`src/pedkr_consts.svh`:
```
// Constants for the two-port I/O block: register offsets, field
// positions, reset values and filter timing.
// Assumes inclusion by bare name from the package and the port module.
`ifndef PEDKR_CONSTS_SVH
`define PEDKR_CONSTS_SVH

// ----------------------------------------------------------------
// Register offsets (byte addresses on the register port)
// ----------------------------------------------------------------
`define PEDKR_OFS_PORT0_INPUT_LEVEL 16'h5200
`define PEDKR_OFS_PORT0_OUTPUT_VALUE 16'h5201
`define PEDKR_OFS_PORT0_DRIVE_ENABLE 16'h5202
`define PEDKR_OFS_PORT0_PULLUP_ENABLE 16'h5203
`define PEDKR_OFS_P0_IE 16'h5205
`define PEDKR_OFS_PORT0_IRQ_POLARITY 16'h5206
`define PEDKR_OFS_P0_PEND 16'h5207
`define PEDKR_OFS_PORT0_DEBOUNCE_CTRL 16'h5208
`define PEDKR_OFS_P0_KEY 16'h5209
`define PEDKR_OFS_PORT0_SENSE_ENABLE 16'h520A
`define PEDKR_OFS_PORT1_INPUT_LEVEL 16'h5210
`define PEDKR_OFS_PORT1_OUTPUT_VALUE 16'h5211
`define PEDKR_OFS_PORT1_DRIVE_ENABLE 16'h5212
`define PEDKR_OFS_PORT1_PULLUP_ENABLE 16'h5213
`define PEDKR_OFS_PORT1_SENSE_ENABLE 16'h521A
`define PEDKR_OFS_MUX0 16'h52A0
`define PEDKR_OFS_MUX1 16'h52A1
`define PEDKR_OFS_MUX2 16'h52A2

// ----------------------------------------------------------------
// Field positions
// ----------------------------------------------------------------
`define PEDKR_CHAT_LO_POS 0
`define PEDKR_CHAT_HI_POS 4

// ----------------------------------------------------------------
// Reset values
// ----------------------------------------------------------------
`define PEDKR_RST_ZERO8 8'h00
`define PEDKR_RST_ZERO4 4'h0
`define PEDKR_RST_PU0 8'hFF
`define PEDKR_RST_PU1 4'hF
`define PEDKR_RST_IEN0 8'hFF
`define PEDKR_RST_IEN1 4'hF
// Input path starts at the pulled-up idle level so reset makes no edge
`define PEDKR_RST_IDLE8 8'hFF
`define PEDKR_RST_IDLE4 4'hF

// ----------------------------------------------------------------
// Filter timing: shortest check time in clock periods
// ----------------------------------------------------------------
`define PEDKR_CHECK_BASE_CYC 256

`endif

```
`src/pedkr_pkg.sv`:
```
// Types for the two-port I/O block: the whole register state.
// Assumes pedkr_consts.svh is on the include path.
`include "pedkr_consts.svh"

package pedkr_pkg;

	// Complete state of the port block
	typedef struct packed {
		logic [7:0] s1_p0;
		logic [7:0] s2_p0;
		logic [3:0] s1_p1;
		logic [3:0] s2_p1;
		logic [7:0] filt;
		logic [7:0] samp;
		logic [14:0] cnt_lo;
		logic [14:0] cnt_hi;
		logic [7:0] out0;
		logic [7:0] oen0;
		logic [7:0] pu0;
		logic [7:0] ien0;
		logic [3:0] out1;
		logic [3:0] oen1;
		logic [3:0] pu1;
		logic [3:0] ien1;
		logic [7:0] ie;
		logic [7:0] edge_sel;
		logic [7:0] pend;
		logic [7:0] chat;
		logic [1:0] key_sel;
		logic [7:0] mux0;
		logic [7:0] mux1;
		logic [7:0] mux2;
		logic [7:0] rdata;
		logic keyrst;
	} pedkr_state_s;

	// Reset image of the state
	localparam pedkr_state_s PEDKR_RST = '{
		s1_p0: `PEDKR_RST_IDLE8,
		s2_p0: `PEDKR_RST_IDLE8,
		s1_p1: `PEDKR_RST_IDLE4,
		s2_p1: `PEDKR_RST_IDLE4,
		filt: `PEDKR_RST_IDLE8,
		samp: `PEDKR_RST_IDLE8,
		cnt_lo: 15'h0000,
		cnt_hi: 15'h0000,
		out0: `PEDKR_RST_ZERO8,
		oen0: `PEDKR_RST_ZERO8,
		pu0: `PEDKR_RST_PU0,
		ien0: `PEDKR_RST_IEN0,
		out1: `PEDKR_RST_ZERO4,
		oen1: `PEDKR_RST_ZERO4,
		pu1: `PEDKR_RST_PU1,
		ien1: `PEDKR_RST_IEN1,
		ie: `PEDKR_RST_ZERO8,
		edge_sel: `PEDKR_RST_ZERO8,
		pend: `PEDKR_RST_ZERO8,
		chat: `PEDKR_RST_ZERO8,
		key_sel: 2'h0,
		mux0: `PEDKR_RST_ZERO8,
		mux1: `PEDKR_RST_ZERO8,
		mux2: `PEDKR_RST_ZERO8,
		rdata: `PEDKR_RST_ZERO8,
		keyrst: 1'b0
	};

endpackage : pedkr_pkg

```
`src/pedkr_port.sv`:
```
// A byte-wide port 0 and a four-bit port 1, general-purpose, with edge interrupts on port 0,
// a chattering filter per nibble of port 0 and a key-entry reset.
// Assumes pins synchronous-sampled on ref_clk, a one-cycle register
// port, and an external controller taking irq_req and key_reset_req.
//
// Behaviour
// - Per-pin enable gates port 0 interrupts
// - Edge select: 1 falling, 0 rising
// - Selected edge sets pin pending flag
// - Enabled pending flag raises request immediately
// - Eight sources merged into one request
// - Write one clears pending, zero keeps
// - Nibble filter codes: off, 256..16384
// - Pulses up to check time rejected
// - Selected pins all low request reset
// - Key select picks off, pins 0..1, 0..2, 0..3
// - Read-back is pin level gated
// - Input data register is read-only
// - Port 1 upper four bits read zero
// - Drive enable drives pin, else floating
// - Reset: drive off, pull-up on, data zero
`timescale 1ns/1ps
`include "pedkr_consts.svh"

module pedkr_port #(
	parameter int FILT_BASE_CYC = `PEDKR_CHECK_BASE_CYC
) (
	input wire logic ref_clk,
	input wire logic arst_n,
	input wire logic [15:0] bus_addr,
	input wire logic [7:0] bus_wdata,
	input wire logic bus_wr,
	input wire logic bus_rd,
	output logic [7:0] bus_rdata,
	input wire logic [7:0] p0_pin_in,
	output logic [7:0] p0_pin_out,
	output logic [7:0] p0_pin_oe_n,
	output logic [7:0] p0_pullup_on,
	input wire logic [3:0] p1_pin_in,
	output logic [3:0] p1_pin_out,
	output logic [3:0] p1_pin_oe_n,
	output logic [3:0] p1_pullup_on,
	output logic irq_req,
	output logic key_reset_req
);

	// ------------------------------------------------------------
	// Helper functions
	// ------------------------------------------------------------

	// Check time in cycles for a non-zero filter code
	function automatic logic [14:0] filt_limit(input logic [2:0] code);
		logic [2:0] sh;
		sh = 3'(code - 3'h1);
		return 15'(FILT_BASE_CYC << sh);
	endfunction : filt_limit

	// One nibble of filter: returns {count, samples, filtered}
	// A bit moves only when two samples one check time apart agree,
	// so a pulse no wider than the check time can never pass.
	function automatic logic [22:0] group_filt(
		input logic [2:0] code,
		input logic [14:0] cnt,
		input logic [3:0] din,
		input logic [3:0] samp,
		input logic [3:0] filt
	);
		logic [3:0] diff;
		logic [3:0] nf;
		diff = din ^ samp;
		nf = (~diff & din) | (diff & filt);
		if (code == 3'h0) begin
			return {15'h0000, din, din};
		end else if (cnt >= 15'(filt_limit(code) - 15'h0001)) begin
			return {15'h0000, din, nf};
		end else begin
			return {15'(cnt + 15'h0001), samp, filt};
		end
	endfunction : group_filt

	// Pins taking part in the key-entry reset
	function automatic logic [3:0] key_mask(input logic [1:0] sel);
		case (sel)
			2'h3: return 4'hF;
			2'h2: return 4'h7;
			2'h1: return 4'h3;
			default: return 4'h0;
		endcase
	endfunction : key_mask

	// ------------------------------------------------------------
	// State and combinational helpers
	// ------------------------------------------------------------
	pedkr_pkg::pedkr_state_s st_ff;
	pedkr_pkg::pedkr_state_s nxt_st;
	logic [7:0] in0;
	logic [7:0] rise;
	logic [7:0] fall;
	logic [7:0] hit;
	logic [7:0] clr;
	logic [3:0] kmask;

	// ------------------------------------------------------------
	// Next-state logic
	// ------------------------------------------------------------
	always_comb begin
		nxt_st = st_ff;
		clr = 8'h00;

		// Synchronisers; first stage feeds only the second
		nxt_st.s1_p0 = p0_pin_in;
		nxt_st.s2_p0 = st_ff.s1_p0;
		nxt_st.s1_p1 = p1_pin_in;
		nxt_st.s2_p1 = st_ff.s1_p1;

		// Disabled inputs look low and so make no edges
		in0 = st_ff.s2_p0 & st_ff.ien0;

		// Chattering filter per nibble
		{nxt_st.cnt_lo, nxt_st.samp[3:0], nxt_st.filt[3:0]} = group_filt(
			st_ff.chat[`PEDKR_CHAT_LO_POS +: 3], st_ff.cnt_lo,
			in0[3:0], st_ff.samp[3:0], st_ff.filt[3:0]);
		{nxt_st.cnt_hi, nxt_st.samp[7:4], nxt_st.filt[7:4]} = group_filt(
			st_ff.chat[`PEDKR_CHAT_HI_POS +: 3], st_ff.cnt_hi,
			in0[7:4], st_ff.samp[7:4], st_ff.filt[7:4]);

		// Edge detection on the filtered level
		rise = nxt_st.filt & ~st_ff.filt;
		fall = ~nxt_st.filt & st_ff.filt;
		hit = (rise & ~st_ff.edge_sel) | (fall & st_ff.edge_sel);

		// Register writes; input data addresses are not decoded here
		if (bus_wr) begin
			case (bus_addr)
				`PEDKR_OFS_PORT0_OUTPUT_VALUE: nxt_st.out0 = bus_wdata;
				`PEDKR_OFS_PORT0_DRIVE_ENABLE: nxt_st.oen0 = bus_wdata;
				`PEDKR_OFS_PORT0_PULLUP_ENABLE: nxt_st.pu0 = bus_wdata;
				`PEDKR_OFS_P0_IE: nxt_st.ie = bus_wdata;
				`PEDKR_OFS_PORT0_IRQ_POLARITY: nxt_st.edge_sel = bus_wdata;
				`PEDKR_OFS_P0_PEND: clr = bus_wdata;
				`PEDKR_OFS_PORT0_DEBOUNCE_CTRL: nxt_st.chat = bus_wdata & 8'h77;
				`PEDKR_OFS_P0_KEY: nxt_st.key_sel = bus_wdata[1:0];
				`PEDKR_OFS_PORT0_SENSE_ENABLE: nxt_st.ien0 = bus_wdata;
				`PEDKR_OFS_PORT1_OUTPUT_VALUE: nxt_st.out1 = bus_wdata[3:0];
				`PEDKR_OFS_PORT1_DRIVE_ENABLE: nxt_st.oen1 = bus_wdata[3:0];
				`PEDKR_OFS_PORT1_PULLUP_ENABLE: nxt_st.pu1 = bus_wdata[3:0];
				`PEDKR_OFS_PORT1_SENSE_ENABLE: nxt_st.ien1 = bus_wdata[3:0];
				`PEDKR_OFS_MUX0: nxt_st.mux0 = bus_wdata;
				`PEDKR_OFS_MUX1: nxt_st.mux1 = bus_wdata;
				`PEDKR_OFS_MUX2: nxt_st.mux2 = bus_wdata;
				default: nxt_st.out0 = st_ff.out0;
			endcase
		end

		// Pending flags: a new edge wins over a same-cycle clear
		nxt_st.pend = (st_ff.pend & ~clr) | hit;

		// Register reads, data valid only in the following cycle
		nxt_st.rdata = 8'h00;
		if (bus_rd) begin
			case (bus_addr)
				`PEDKR_OFS_PORT0_INPUT_LEVEL: nxt_st.rdata = st_ff.s2_p0 & st_ff.ien0;
				`PEDKR_OFS_PORT0_OUTPUT_VALUE: nxt_st.rdata = st_ff.out0;
				`PEDKR_OFS_PORT0_DRIVE_ENABLE: nxt_st.rdata = st_ff.oen0;
				`PEDKR_OFS_PORT0_PULLUP_ENABLE: nxt_st.rdata = st_ff.pu0;
				`PEDKR_OFS_P0_IE: nxt_st.rdata = st_ff.ie;
				`PEDKR_OFS_PORT0_IRQ_POLARITY: nxt_st.rdata = st_ff.edge_sel;
				`PEDKR_OFS_P0_PEND: nxt_st.rdata = st_ff.pend;
				`PEDKR_OFS_PORT0_DEBOUNCE_CTRL: nxt_st.rdata = st_ff.chat;
				`PEDKR_OFS_P0_KEY: nxt_st.rdata = {6'h00, st_ff.key_sel};
				`PEDKR_OFS_PORT0_SENSE_ENABLE: nxt_st.rdata = st_ff.ien0;
				`PEDKR_OFS_PORT1_INPUT_LEVEL: nxt_st.rdata = {4'h0, st_ff.s2_p1 & st_ff.ien1};
				`PEDKR_OFS_PORT1_OUTPUT_VALUE: nxt_st.rdata = {4'h0, st_ff.out1};
				`PEDKR_OFS_PORT1_DRIVE_ENABLE: nxt_st.rdata = {4'h0, st_ff.oen1};
				`PEDKR_OFS_PORT1_PULLUP_ENABLE: nxt_st.rdata = {4'h0, st_ff.pu1};
				`PEDKR_OFS_PORT1_SENSE_ENABLE: nxt_st.rdata = {4'h0, st_ff.ien1};
				`PEDKR_OFS_MUX0: nxt_st.rdata = st_ff.mux0;
				`PEDKR_OFS_MUX1: nxt_st.rdata = st_ff.mux1;
				`PEDKR_OFS_MUX2: nxt_st.rdata = st_ff.mux2;
				default: nxt_st.rdata = 8'h00;
			endcase
		end

		// Key-entry reset uses the raw level so a disabled input
		// cannot fake a key press
		kmask = key_mask(st_ff.key_sel);
		nxt_st.keyrst = (kmask != 4'h0) && ((st_ff.s2_p0[3:0] & kmask) == 4'h0);
	end

	// ------------------------------------------------------------
	// State register
	// ------------------------------------------------------------
	always_ff @(posedge ref_clk or negedge arst_n) begin
		if (!arst_n) begin
			st_ff <= pedkr_pkg::PEDKR_RST;
		end else begin
			st_ff <= nxt_st;
		end
	end

	// ------------------------------------------------------------
	// Outputs
	// ------------------------------------------------------------

	// Pin drive; pull-up is dropped whenever the pin drives
	assign p0_pin_out = st_ff.out0;
	assign p0_pin_oe_n = ~st_ff.oen0;
	assign p0_pullup_on = st_ff.pu0 & ~st_ff.oen0;
	assign p1_pin_out = st_ff.out1;
	assign p1_pin_oe_n = ~st_ff.oen1;
	assign p1_pullup_on = st_ff.pu1 & ~st_ff.oen1;

	// Single merged request, visible with the flag itself
	assign irq_req = |(st_ff.pend & st_ff.ie);
	assign key_reset_req = st_ff.keyrst;
	assign bus_rdata = st_ff.rdata;
endmodule : pedkr_port

```
`config.mk`:
```
export PLATFORM = sky130hd
export DESIGN_NAME = pedkr_port
export DESIGN_NICKNAME = d
export VERILOG_FILES = /design/src/pedkr_pkg.sv /design/src/pedkr_port.sv
export VERILOG_INCLUDE_DIRS = /design/src
export SDC_FILE = /design/constraint.sdc
export NUM_CORES = 1
export LEC_CHECK = 0
export ABC_AREA = 1
export BUFFER_PORTS_ARGS = -buffer_cell sky130_fd_sc_hd__buf_4
export CAP_MARGIN = 20
export CORE_ASPECT_RATIO = 0.5
export CORE_MARGIN = 4
export CORE_UTILIZATION = 50
export DETAILED_ROUTE_END_ITERATION = 6
export PLACE_DENSITY = 0.71
export SETUP_SLACK_MARGIN = 0.15
export SLEW_MARGIN = 10
export SYNTH_ARGS = -nofsm -noshare
export SYNTH_HDL_FRONTEND = slang
export SYNTH_SLANG_ARGS = --single-unit
```
`constraint.sdc`:
```
create_clock -name ref_clk -period 2.65 [get_ports ref_clk]
set_input_delay 0 -clock ref_clk [delete_from_list [all_inputs] [get_ports ref_clk]]
set_output_delay 0 -clock ref_clk [all_outputs]
set_load 0.02 [all_outputs]
```
[Yosys cells after proc, flatten, opt, wreduce, memory -nomap -nowiden]
Cells that the tools add are included.
W data, S select, Z words.
Cells by class
  add/sub/neg operators: 6
  $lt $le $gt $ge: 2
  equality and inequality tests: 21
  shifts and indexed selects: 2
  muxes and demuxes: 9
  bitwise logic cells: 29
  reductions and logical operators: 23
Operators by type and width (count)
  $eq A16 B15 Y1 const B: 18
  $pmux W8 S18: 1
  $mux W23: 4
  $and A8 B8 Y8: 8
  $not A8 Y8: 5
  $add A15 B1 Y15 const B: 2
  $ge A15 B15 Y1: 2
  $reduce_and A2 Y1: 15
  $shl A9 B3 Y15 const A: 2
  $sub A15 B1 Y15 const B: 2
  $and A4 B4 Y4: 7
  $mux W8: 3
  $or A8 B8 Y8: 2
  $not A4 Y4: 3
  $pmux W4 S3: 1
  $or A4 B4 Y4: 2
  $reduce_or A8 Y1: 1
  $xor A4 B4 Y4: 2
  $logic_not A3 Y1: 2
  $sub A3 B1 Y3 const B: 2
  $eq A2 B2 Y1 const B: 2
  $logic_not A4 Y1: 1
  $reduce_bool A2 Y1: 2
  $reduce_bool A4 Y1: 1
  other kinds (2): 2
Word-level totals
  bits in registers: 183
  input port bits: 40
  word-level logic and storage cells: 119

[Longest topological paths before layout]
  word-level depth: 12
  depth in mapped cells: 19
  mapped depth without buffers: 19

[Least setup slack after synthesis]
Ideal clock, no wire load.
  path kind: reg2reg
  from: register st_ff[36] (netlist bit)
  to: register st_ff[43] (netlist bit)
  library setup time: 0.126 ns
  data arrival time: 2.520 ns
  required time: 2.524 ns
  path slack: 0.004 ns
  stages on the path, launching flop included: 16
  path buffers: 1
  cell sequence: dfrtp_1 -> clkbuf_1 -> nor2_1 -> nand2_1 -> ha_1 -> o21ai_0 -> nand2_1 -> ha_1 -> a21oi_1 -> o21ai_0 -> nor2_2 -> nand2_2 -> nand2_1 -> nand3_1 -> nand3b_1 -> nand3_1
RTL lines
  start, declared: line pedkr_port.sv:94  | pedkr_pkg::pedkr_state_s st_ff;
  start signal, assigned: line pedkr_port.sv:195  | st_ff <= pedkr_pkg::PEDKR_RST;
  start signal, assigned: line pedkr_port.sv:197  | st_ff <= nxt_st;

==> flow_summary.toml <==
[status]
status = "finished clean"

[worst_setup_path]
reg2reg_depth = 16
end_kind = "flop"
crit_family = "simple AND/OR/NAND/NOR gates"
path_cells = "inv_2 -> nor2_4 -> nand2_4 -> ha_4 -> nand4_1 -> o21ai_2 -> inv_2 -> ha_4 -> nand4_1 -> a21oi_4 -> nor2_4 -> buf_6 -> nand3_1 -> nand3_1 -> nand3_1 -> nand3_1"
crit_path_frequent_cell = "nand3_1"
cp_max_fo = 8
path_depth = 16
cp.required_ns = 2.97
critPathArrivalTime_ns = 2.94
critPathLaunchType = "flop"
path_class = "flop to flop"
critPathMaxStageDelay_ns = 0.40
critPathBufInv = 3
cp_slowest_cell = "dfrtp_1"

[logic_synthesis]
synth_cells = 1271
ys_types = 41
synth_area_um2 = 9916
yosysWarnings = 0
ys_async_sr_fraction_pct = 100.0
synth_edf_count = 0
synth.avg_cell_area_um2 = 7.802
synth-seq-cells = 183
yosys_most_used_dff = "dfrtp_1"
synth_nets = 1333
ys_seq_area_share_pct = 46.99

[global_route]
grt_util_met2_pct = 39.08
grt_pass1_vias = 8556
grt_usage_pct = 24.71
use_met1_pct = 34.58
grt_max_degree = 86
grt.busiest_layer = "met2"
use_met3_pct = 5.764
antenna_found_initial = 0
grt.overflow.total = 0
grt_pass1_wl_mm = 44.03

[floorplanning]
core-area_um2 = 19460
die_y_um = 107.6
die_w_um = 207.2
dieArea_um2 = 22290
initial_core_util_pct = 50.96
io_pins = 86
num_rows = 36

[final_layout]
area_growth_pct = 22.55
fin_util_pct = 62.45
drive_gt1_share_pct = 25.40
final_cells = 1652
final_common_cell = "nand2_1"
finalNetCount = 1435
antenna_cells = 0
final_cell_mix = "nand2_1, nor2_1, inv_1, dfrtp_1, buf_4"

[sta]
setup_viol = 0
skew_ns = 0.009126
worst_pin_slew_ns = 0.7019
final_max_slew_viol_count = 0
fin_ws_ns = 0.02873
rsz0062_at_grt = "yes"
fmax_ghz = 0.3815
relSlewSlack_pct = 53.15
period_needed_ns = 2.621
finalHoldViolations = 0
fin_tns_setup_ns = 0
fin_crit_sh_pct = 98.92
whs_ns = 0.01732

[placement]
routabilityCongestion = 0.9097
io_buffers = 85
post-dp-hpwl_mm = 19.11
pre_cts_ws_ns = -0.04451
dp.cells = 1586

[min_path]
hold_path_class = "input port to async pin"

[detailed_routing]
drt_iter0_drc = 807
drt-total-wl_mm = 28.20
dr.pass1.iters = 5
drt-wirelength-per-cell_um = 17.07
vias = 9044
viasPerCell = 5.475
drc = 0
postRouteAntennaNets = 0

[clocking]
clk_path_buf_depth = 2
cts_tree = "done"
numCtsBuffers = 17
clk_pin_slew_ns = 0.07
clock_latency_ns = 0.44
root_buffer = "clkbuf_16"
cts_htree_levels = 4
cts_sinks = 183

[power_and_ir_drop]
power_density_nw_per_um2 = 456.6
peakVddDrop_mv = 0.4252
power_leakage_uw = 0.005611

[flow_run]
drv_cap = 0
stage by stage:
step                cell area (µm²)  power (µW)
global route                  12150        5729
CTS                           11670        5583
floorplan                      9956        2954
global placement              10730        3100
finish                        12150        5548
detailed placement            10730        3105
worst reg2reg max path, cell delays in order (launching register included):
cell	delay [ns]
dfrtp_1	0.40
inv_2	0.12
nor2_4	0.06
nand2_4	0.08
ha_4	0.21
nand4_1	0.12
o21ai_2	0.10
inv_2	0.07
ha_4	0.27
nand4_1	0.23
a21oi_4	0.25
nor2_4	0.09
buf_6	0.16
nand3_1	0.09
nand3_1	0.07
nand3_1	0.11
nand3_1	0.08
cells by family (layout without fill, tap and decap cells):
family | count (synthesis) | in the layout | synth area share, %
compound gates | 164 | 164 | 8.669
xor+xnor | 18 | 18 | 1.590
fa+ha+maj | 22 | 22 | 2.776
buf+inv | 209 | 322 | 9.325
flops | 183 | 183 | 46.99
simple gates | 675 | 677 | 30.65
where the power goes:
group	switching, µW	total, µW	internal, µW
registers	7.79	2840	2830
clock network	1150	2470	1310
logic	167	246	79.0
total	1330	5550	4220
Yosys cell counts (19+ instances only):
library cell / n / area [µm²]
o21ai_1: 33 / 165.2
nor2_1: 151 / 566.8
nand4_1: 60 / 375.4
dfrtp_1: 119 / 2978
nand2_1: 313 / 1175
a21oi_1: 28 / 140.1
ha_1: 22 / 275.3
buf_4: 25 / 187.7
inv_1: 139 / 521.8
dfstp_2: 64 / 1682
o21ai_0: 89 / 445.4
nand3_1: 94 / 470.5
buf_2: 19 / 95.09
worst paths after layout:
check	start	endpoint	slack, ns
setup / recovery	st_ff[35]	st_ff[43]	0.03
hold / removal	arst_n	st_ff[56]	0.02
setup reg to reg	st_ff[35]	st_ff[43]	0.03
hold reg to reg	nxt_st[174]	st_ff[174]	0.36
max in group asynchronous	arst_n	st_ff[73]	1.84
min in group ref_clk	bus_wr	st_ff[44]	0.08
state kept, by name, indices dropped and copies added (netlist names):
name / count
nxt_st: 12
key_reset_req: 1
st_ff: 150
p0_pin_out: 8
bus_rdata: 8
p1_pin_out: 4
what timing repair did:
action | CTS | global route
cloned | 2 | 2
endpoints found under the setup margin | 32 | 53
setup buffers | 6 | 2
endpoints found under the hold margin | 165 | 0
resized for setup | 32 | 103
pin swaps | 15 | 59
hold buffers | 22 | 0
cell type report:
class / count / area (µm²)
fill: 1699 / 7307
multi-input combinational: 881 / 4873
inverter: 152 / 575.6
tap: 266 / 332.8
clock buffer: 20 / 436.7
timing repair buffer: 138 / 1152
clock inverter: 12 / 118.9
sequential: 183 / 4662
per-layer routing:
| layer | share of wire (%) | routed length (µm) | up-vias |
|---|---|---|---|
| met5 | 0 | 0 | - |
| met4 | 1.5 | 435 | 0 |
| met3 | 7.2 | 2031 | 36 |
| met2 | 45 | 12790 | 311 |
| met1 | 46 | 12940 | 4391 |
| li1 | - | - | 4306 |
Power figures use the tool's default switching activity.
